**config.mk**
```make
export PLATFORM = sky130hd
export DESIGN_NAME = dar_top
export DESIGN_NICKNAME = d
export VERILOG_FILES = /design/src/rtl/dar_pkg.sv /design/src/rtl/dar_accum.sv /design/src/rtl/dar_top.sv
export SDC_FILE = /design/constraint.sdc
export NUM_CORES = 1
export LEC_CHECK = 0
export ABC_AREA = 1
export BUFFER_PORTS_ARGS = -buffer_cell sky130_fd_sc_hd__buf_2
export CAP_MARGIN = 20
export CORE_ASPECT_RATIO = 1.5
export CORE_UTILIZATION = 43
export CTS_CLUSTER_DIAMETER = 100
export DETAILED_ROUTE_END_ITERATION = 8
export HOLD_SLACK_MARGIN = 0.1
export SETUP_SLACK_MARGIN = 0.15
export SLEW_MARGIN = 20
export SYNTH_ARGS = -nofsm -noshare
export SYNTH_HDL_FRONTEND = slang
export SYNTH_HIERARCHICAL = 1
export SYNTH_SLANG_ARGS = --single-unit
```
**constraint.sdc**
```tcl
create_clock -name clock_i -period 5.16 [get_ports clock_i]
set_input_delay 0.258 -clock clock_i [delete_from_list [all_inputs] [get_ports clock_i]]
set_output_delay 0.258 -clock clock_i [all_outputs]
set_load 0.01 [all_outputs]
```
**src/rtl/dar_pkg.sv**
```systemverilog
// constants, types and field layout for the decimation average readout
//
// Notes on behaviour
// - codes 0..4 average 1,2,4,8,16 samples; host never writes codes 5 and up
// - averaged second pair result sits in a 24-bit read-only register
// - averaged first pair result sits in bits 23..0 of its own read-only register
// - each average uses exactly the selected number of consecutive samples
// - both average registers are read-only and read zero after reset
// - before the first reset the clock pin may be driven as an output
// - every reset selects external clock mode; mode before the first reset is unknown
// - clock pin stays high-impedance until internal mode with clock output is written
// - bit 5 of the control register switches averaging off (0) or on (1)
// - count select field is bits 3..1; other bits written as zero
package dar_pkg;
    localparam int DAR_DATA_W = 24;
    localparam int DAR_ADDR_W = 8;
    localparam int DAR_SEL_W = 3;
    localparam int DAR_SHIFT_MAX = 4;
    localparam int DAR_SUM_W = DAR_DATA_W + DAR_SHIFT_MAX;

    localparam logic [DAR_ADDR_W-1:0] DAR_ADDR_CLK_CTRL = 8'h23;
    localparam logic [DAR_ADDR_W-1:0] DAR_ADDR_AVG_CTRL = 8'h3D;
    localparam logic [DAR_ADDR_W-1:0] DAR_ADDR_SECOND_AVG = 8'h3F;
    localparam logic [DAR_ADDR_W-1:0] DAR_ADDR_FIRST_AVG = 8'h40;

    localparam int DAR_ENABLE_BIT = 5;
    localparam int DAR_SEL_LSB = 1;
    localparam int DAR_SEL_MSB = 3;
    localparam int DAR_INT_OSC_BIT = 0;
    localparam int DAR_CLK_OUT_EN_BIT = 1;

    localparam logic [DAR_DATA_W-1:0] DAR_RESET_VALUE = 24'h000000;
    localparam logic [DAR_SEL_W-1:0] DAR_SEL_RESET = 3'h0;
    localparam logic [DAR_SEL_W-1:0] DAR_SEL_LAST_LEGAL = 3'h4;

    typedef struct packed {
        logic [DAR_DATA_W-1:0] second;
        logic [DAR_DATA_W-1:0] first;
    } dar_pair_s;

    typedef struct packed {
        logic enable;
        logic [DAR_SEL_W-1:0] count_select;
    } dar_avg_ctrl_s;
endpackage : dar_pkg

```
**src/rtl/dar_accum.sv**
```systemverilog
// one averaging channel: running sum and atomic result register
`timescale 1ns/100ps
`default_nettype none
module dar_accum
    import dar_pkg::*;
#(
    parameter int DATA_W = DAR_DATA_W,
    parameter int SUM_W = DAR_SUM_W
) (
    input wire logic clock_i,
    input wire logic reset_n_i,
    input wire logic clear_i,
    input wire logic valid_i,
    input wire logic last_i,
    input wire logic [DAR_SEL_W-1:0] shift_i,
    input wire logic [DATA_W-1:0] sample_i,
    output logic [DATA_W-1:0] average_o
);
    logic signed [SUM_W-1:0] sum_reg;
    logic [DATA_W-1:0] average_reg;
    wire logic signed [SUM_W-1:0] sample_ext = SUM_W'(signed'(sample_i));
    wire logic signed [SUM_W-1:0] total = sum_reg + sample_ext;
    wire logic signed [SUM_W-1:0] scaled = total >>> shift_i;

    always_ff @(posedge clock_i) begin
        if (!reset_n_i || clear_i) begin
            sum_reg <= '0;
        end else if (valid_i) begin
            sum_reg <= last_i ? '0 : total;
        end
    end

    // whole word replaced in one edge, never byte by byte
    always_ff @(posedge clock_i) begin
        if (!reset_n_i) begin
            average_reg <= DAR_RESET_VALUE;
        end else if (valid_i && last_i && !clear_i) begin
            average_reg <= scaled[DATA_W-1:0];
        end
    end

    assign average_o = average_reg;
endmodule : dar_accum
`default_nettype wire

```
**src/rtl/dar_top.sv**
```systemverilog
// decimation average readout: control, averaging, result registers, clock pin
`timescale 1ns/100ps
`default_nettype none
module dar_top
    import dar_pkg::*;
#(
    parameter int DATA_W = DAR_DATA_W
) (
    input wire logic clock_i,
    input wire logic reset_n_i,
    input wire logic [DAR_ADDR_W-1:0] reg_addr_i,
    input wire logic reg_write_i,
    input wire logic [DATA_W-1:0] reg_wdata_i,
    input wire logic reg_read_i,
    output logic [DATA_W-1:0] reg_rdata_o,
    output logic reg_rvalid_o,
    input wire logic sample_valid_i,
    input wire dar_pair_s sample_i,
    input wire logic full_power_down_i,
    input wire logic frontend_power_down_i,
    input wire logic clk_pin_i,
    output logic clk_pin_o,
    output logic clk_pin_oe_n_o,
    output logic clk_pin_level_o,
    output logic external_clock_sel_o,
    output logic average_ready_o
);
    // map count select code to a shift; codes above the table clamp to shift 4 (16 samples)
    function automatic logic [DAR_SEL_W-1:0] sel_to_shift(input logic [DAR_SEL_W-1:0] sel);
        sel_to_shift = (sel > DAR_SEL_LAST_LEGAL) ? DAR_SEL_LAST_LEGAL : sel;
    endfunction : sel_to_shift

    dar_avg_ctrl_s avg_ctrl_reg;
    logic int_osc_reg;
    logic clk_out_en_reg;
    logic [DAR_SHIFT_MAX-1:0] count_reg;
    logic [DATA_W-1:0] rdata_reg;
    logic rvalid_reg;
    logic ready_reg;
    logic clk_out_reg;
    logic pin_sync1_reg;
    logic pin_sync2_reg;
    logic [DATA_W-1:0] first_avg;
    logic [DATA_W-1:0] second_avg;

    wire logic wr_avg_ctrl = reg_write_i && (reg_addr_i == DAR_ADDR_AVG_CTRL);
    wire logic wr_clk_ctrl = reg_write_i && (reg_addr_i == DAR_ADDR_CLK_CTRL);
    wire logic [DAR_SEL_W-1:0] shift = sel_to_shift(avg_ctrl_reg.count_select);
    wire logic [DAR_SHIFT_MAX-1:0] last_count = DAR_SHIFT_MAX'((1 << shift) - 1);
    wire logic window_last = (count_reg == last_count);
    wire logic take_sample = sample_valid_i && avg_ctrl_reg.enable;
    // a settings change restarts the window so no mixed window is averaged
    wire logic restart = !avg_ctrl_reg.enable || wr_avg_ctrl;
    wire logic powered_down = full_power_down_i || frontend_power_down_i;
    wire logic drive_pin = int_osc_reg && clk_out_en_reg && !powered_down;

    wire logic [DATA_W-1:0] avg_ctrl_view =
        DATA_W'({avg_ctrl_reg.enable, 1'b0, avg_ctrl_reg.count_select, 1'b0});
    wire logic [DATA_W-1:0] clk_ctrl_view = DATA_W'({clk_out_en_reg, int_osc_reg});
    logic [DATA_W-1:0] read_mux;
    always_comb begin
        unique case (reg_addr_i)
            DAR_ADDR_AVG_CTRL: read_mux = avg_ctrl_view;
            DAR_ADDR_CLK_CTRL: read_mux = clk_ctrl_view;
            DAR_ADDR_SECOND_AVG: read_mux = second_avg;
            DAR_ADDR_FIRST_AVG: read_mux = first_avg;
            default: read_mux = '0;
        endcase
    end

    // reserved bits dropped; host is expected to write them as zero
    always_ff @(posedge clock_i) begin
        if (!reset_n_i) begin
            avg_ctrl_reg <= '{enable: 1'b0, count_select: DAR_SEL_RESET};
        end else if (wr_avg_ctrl) begin
            avg_ctrl_reg.enable <= reg_wdata_i[DAR_ENABLE_BIT];
            avg_ctrl_reg.count_select <= reg_wdata_i[DAR_SEL_MSB:DAR_SEL_LSB];
        end
    end

    // synchronous reset only: state before the first reset is unknown
    always_ff @(posedge clock_i) begin
        if (!reset_n_i) begin
            int_osc_reg <= 1'b0;
            clk_out_en_reg <= 1'b0;
        end else if (wr_clk_ctrl) begin
            int_osc_reg <= reg_wdata_i[DAR_INT_OSC_BIT];
            clk_out_en_reg <= reg_wdata_i[DAR_CLK_OUT_EN_BIT];
        end
    end

    always_ff @(posedge clock_i) begin
        if (!reset_n_i || restart) begin
            count_reg <= '0;
        end else if (take_sample) begin
            count_reg <= window_last ? '0 : count_reg + 1'b1;
        end
    end

    always_ff @(posedge clock_i) begin
        if (!reset_n_i) begin
            ready_reg <= 1'b0;
        end else begin
            ready_reg <= take_sample && window_last && !restart;
        end
    end

    always_ff @(posedge clock_i) begin
        if (!reset_n_i) begin
            rdata_reg <= '0;
            rvalid_reg <= 1'b0;
        end else begin
            rvalid_reg <= reg_read_i;
            if (reg_read_i) begin
                rdata_reg <= read_mux;
            end
        end
    end

    // internal clock out: divide by two while driving, low otherwise
    always_ff @(posedge clock_i) begin
        if (!reset_n_i || !drive_pin) begin
            clk_out_reg <= 1'b0;
        end else begin
            clk_out_reg <= !clk_out_reg;
        end
    end

    always_ff @(posedge clock_i) begin
        if (!reset_n_i) begin
            pin_sync1_reg <= 1'b0;
            pin_sync2_reg <= 1'b0;
        end else begin
            pin_sync1_reg <= clk_pin_i;
            pin_sync2_reg <= pin_sync1_reg;
        end
    end

    dar_accum #(.DATA_W(DATA_W), .SUM_W(DAR_SUM_W)) u_first (
        .clock_i(clock_i),
        .reset_n_i(reset_n_i),
        .clear_i(restart),
        .valid_i(take_sample),
        .last_i(window_last),
        .shift_i(shift),
        .sample_i(sample_i.first),
        .average_o(first_avg)
    );

    dar_accum #(.DATA_W(DATA_W), .SUM_W(DAR_SUM_W)) u_second (
        .clock_i(clock_i),
        .reset_n_i(reset_n_i),
        .clear_i(restart),
        .valid_i(take_sample),
        .last_i(window_last),
        .shift_i(shift),
        .sample_i(sample_i.second),
        .average_o(second_avg)
    );

    assign reg_rdata_o = rdata_reg;
    assign reg_rvalid_o = rvalid_reg;
    assign clk_pin_o = clk_out_reg;
    assign clk_pin_oe_n_o = !drive_pin;
    assign clk_pin_level_o = pin_sync2_reg;
    assign external_clock_sel_o = !int_osc_reg;
    assign average_ready_o = ready_reg;
endmodule : dar_top
`default_nettype wire

```
==> Flow_metrics.wiki <==
{| class="wikitable"
! Metric !! Value
|-
| Cells after Synth || around 2000
|-
| Shortest period the worst path allows || 3.24 ns
|-
| Share of async-settable or async-resettable flops after synthesis || 0
|-
| Number of CTS-inserted buffers || 17
|-
| Core Box Area || 0.0268 mm^2
|-
| Root buf cell || sky130_fd_sc_hd__clkbuf_16
|-
| Number of storage elements in the synthesis netlist || 143
|-
| Fraction of the mapped netlist area in adder cells || 0.0617
|-
| GRT overflow || 0
|-
| WS Path Type || reg -> reg
|-
| Yosys top cell area share || 0.243
|-
| Share of final-layout standard cells stronger than drive strength 1 || 0.113
|-
| Via-to-Cell Ratio || 5.32
|-
| Unique masters post-synth || 45
|-
| Largest cells by area after synthesis || sky130_fd_sc_hd__dfxtp_1 (24%), sky130_fd_sc_hd__nand2_1 (22%), sky130_fd_sc_hd__nand3_1 (15%)
|-
| Mux share of post-synthesis cell area || 0.000848
|-
| Path category of the worst min-delay check || in -> reg
|-
| Number of nets still failing antenna checks after routing || 0
|-
| Number of hold violations in the final report || 0
|-
| Max-cap violations || 0
|-
| Global-route wire length before repair || 61.6 mm
|-
| Relative max-transition margin || 0.339
|-
| XOR/XNOR Fraction of Synth Area || 0.0190
|-
| Library cell occupying the most area in the post-synthesis netlist || sky130_fd_sc_hd__dfxtp_1
|-
| Synthesized area per cell || 5.89 um^2
|-
| Share of the clock period used by the worst path || 0.628
|-
| Critical Path RT || 5.47 ns
|-
| Status || finished, final reports clean
|-
| Utilization after layout || 0.489
|-
| Maximum number of pins on one net before global-route repair || 52
|-
| Max IR drop VDD || 0.239 mV
|-
| Arrival time of data at the critical path endpoint || 3.54 ns
|-
| Die Wd || 137 um
|-
| Clk_skew || 0.00850 ns
|-
| Sequential element share of the synthesized area || 0.243
|-
| Post-DP HPWL || 30.7 mm
|-
| Reg-to-reg slack, setup || approximately 1.9 ns
|-
| Number of vias in the routed layout || 12836
|-
| DRC marker count from the first detailed-route iteration || between 600 and 700
|-
| Final antenna diode count || 0
|-
| Port buffer count || 98
|-
| Share of the synthesized area in compound gates (AO/OA/AOI/OAI) || 0.0978
|-
| Number of antenna violations at the first check in global routing || 0
|-
| Areal power density over the cells || 202 mW/mm^2
|-
| Endpoint kind of the worst setup timing path || flip-flop
|-
| Post-CTS setup repair buffer count || 0
|-
| Initial Util || 0.441
|-
| Endpoints failing setup || 0
|-
| Total Nets Final || 2206
|-
| Count of TritonRoute iterations in the first routing pass || 8
|-
| Synthesis Warnings || 6
|-
| Clock slew at the register clock pins of the worst setup and hold paths || 0.06 ns
|-
| Count of final max-slew check failures || 0
|-
| P&R area growth vs syn || 10.9%
|-
| Die Height || about 200 um
|-
| Latest clock arrival within the worst-skew pair || ~0.45 ns
|-
| RSZ-0062 raised after global routing || false
|-
| Final routed DRC violation total || 0
|-
| DIE AREA || 0.0281 mm^2
|-
| Simple-gate share of the synthesized area || 0.466
|-
| I/O Pins || 118
|-
| Critical path fanouts, max || 28
|-
| Number of nets produced by synthesis || 2148
|-
| FP Rows || 73
|-
| Leakage power summed over all cells || 0.00634 uW
|-
| Average wire per standard cell || 16.1 um
|-
| Final estimated routing congestion in global placement || 0.933
|-
| Total length of routed wires || approximately 40 mm
|-
| Most common library cells after synthesis || sky130_fd_sc_hd__nand2_1 (702), sky130_fd_sc_hd__nand3_1 (360), sky130_fd_sc_hd__inv_1 (239)
|-
| Fmax || 309 MHz
|-
| Synth Flop Type || sky130_fd_sc_hd__dfxtp_1
|-
| Most common cell in the synthesized netlist || sky130_fd_sc_hd__nand2_1
|-
| Main combinational cell family by area after synthesis || simple AND/OR/NAND/NOR gates
|-
| Number of synthesized flops with an enable pin || 0
|-
| Global-route usage over all layers || 0.287
|-
| Maximum root-to-sink buffer count || 2
|-
| Final total negative setup slack || 0 ns
|-
| Via count of the first global-routing pass || 12394
|-
| Clock tree from TritonCTS || built
|-
| Kind of start point of the critical path || flip-flop
|-
| Slew at the pin with the worst max-slew slack || approximately 1 ns
|-
| TritonCTS sink count || 143
|-
| Number of H-tree levels || 4
|-
| Total standard cell area after synthesis || 0.0118 mm^2
|}
[kinds of logic (layout without fill, tap and decap cells)]
group / Yosys count / after routing
fa+ha+maj: 57 / 57
compound gates: 209 / 209
simple gates: 1241 / 1241
buf+inv: 329 / 400
mux: 1 / 1
xor+xnor: 23 / 23
flops: 143 / 143
[final cells by class]
cell class	instances	area [um^2]
well taps	337	422
inverters	254	953
fillers	2924	13700
clock inverters	11	130
repair buffers	114	628
clock buffers	21	460
flip-flops and latches	143	2860
multi-input cells	1531	7630
[critical path, cell delays in order (launching register included)]
cell	delay, ns
sky130_fd_sc_hd__dfxtp_2	0.52
sky130_fd_sc_hd__inv_1	0.10
sky130_fd_sc_hd__nand3_1	0.11
sky130_fd_sc_hd__xnor2_1	0.08
sky130_fd_sc_hd__nand3_1	0.12
sky130_fd_sc_hd__inv_1	0.11
sky130_fd_sc_hd__nand3_1	0.61
sky130_fd_sc_hd__clkinv_1	0.92
sky130_fd_sc_hd__o21ai_0	0.46
sky130_fd_sc_hd__a31oi_1	0.07
[metrics by stage]
| step | setup slack [ns] | std cells | hold slack, ns | area [um^2] | power, uW |
|---|---|---|---|---|---|
| after floorplan | 3.09 | 2003 | 0.356 | 11800 | 1310 |
| after global placement | 1.73 | 2372 | 0.394 | 12400 | 1390 |
| after detailed placement | 1.70 | 2372 | 0.405 | 12400 | 1390 |
| after CTS | 1.99 | 2411 | 0.105 | 13100 | 2670 |
| after global routing | 1.62 | 2411 | 0.160 | 13100 | 2750 |
| final | 1.92 | 2411 | 0.134 | 13100 | 2650 |
[cells in the final DEF (no fill, tap or decap), drive strengths merged]
cell type | synthesis | layout
o21ai | 32 | 32
and3 | 2 | 2
o22ai | 1 | 1
ha | 55 | 55
buf | 35 | 107
nand4 | 21 | 21
o211ai | 12 | 12
bufinv | 0 | 2
xor2 | 14 | 14
dfxtp | 143 | 143
or2 | 5 | 5
nor2 | 92 | 92
clkinv | 6 | 10
and2 | 5 | 5
clkinvlp | 0 | 1
nand2 | 721 | 721
mux2i | 1 | 1
nand3b | 4 | 4
nand3 | 387 | 387
clkbuf | 40 | 21
dlygate4sd3 | 0 | 7
nor3b | 1 | 1
a31oi | 6 | 6
o21bai | 3 | 3
a21oi | 153 | 153
fa | 2 | 2
xnor2 | 9 | 9
nor3 | 3 | 3
inv | 248 | 252
a21o | 2 | 2
[final timing paths]
check | start | end | cells past startpoint
worst max register to register | avg_ctrl_reg[2]$_SDFFE_PN0P_ | u_first/average_o[0]$_SDFFE_PN0P_ | 9
worst max-delay path | avg_ctrl_reg[2]$_SDFFE_PN0P_ | u_first/average_o[0]$_SDFFE_PN0P_ | 9
worst min register to register | clk_pin_o$_SDFF_PP0_ | clk_pin_o$_SDFF_PP0_ | 1
worst min-delay path | reg_wdata_i[3] | avg_ctrl_reg[2]$_SDFFE_PN0P_ | 3
[report_power, final]
group / total (uW) / leakage, uW / switching (uW) / internal, uW
logic: 266 / 0.00490 / 178 / 87.6
registers: 1110 / 0.00115 / 0.423 / 1100
clock network: 1270 / 0.000289 / 531 / 743
total: 2650 / 0.00634 / 710 / 1940
[layer usage]
| layer | global-route usage | vias up | share of wire |
|---|---|---|---|
| li1 | - | 6580 | - |
| met1 | 0.279 | 5869 | 0.37 |
| met2 | 0.560 | 285 | 0.54 |
| met3 | 0.0364 | 102 | 0.027 |
| met4 | 0.175 | 0 | 0.059 |
| met5 | 0 | - | 0 |
[what timing repair did]
action                                  CTS  global route
endpoints found under the setup margin    0             0
hold buffers                              7             0
gates resized for setup                   0             0
endpoints found under the hold margin     6             0
No activity file was read; power rests on OpenSTA's default activity.
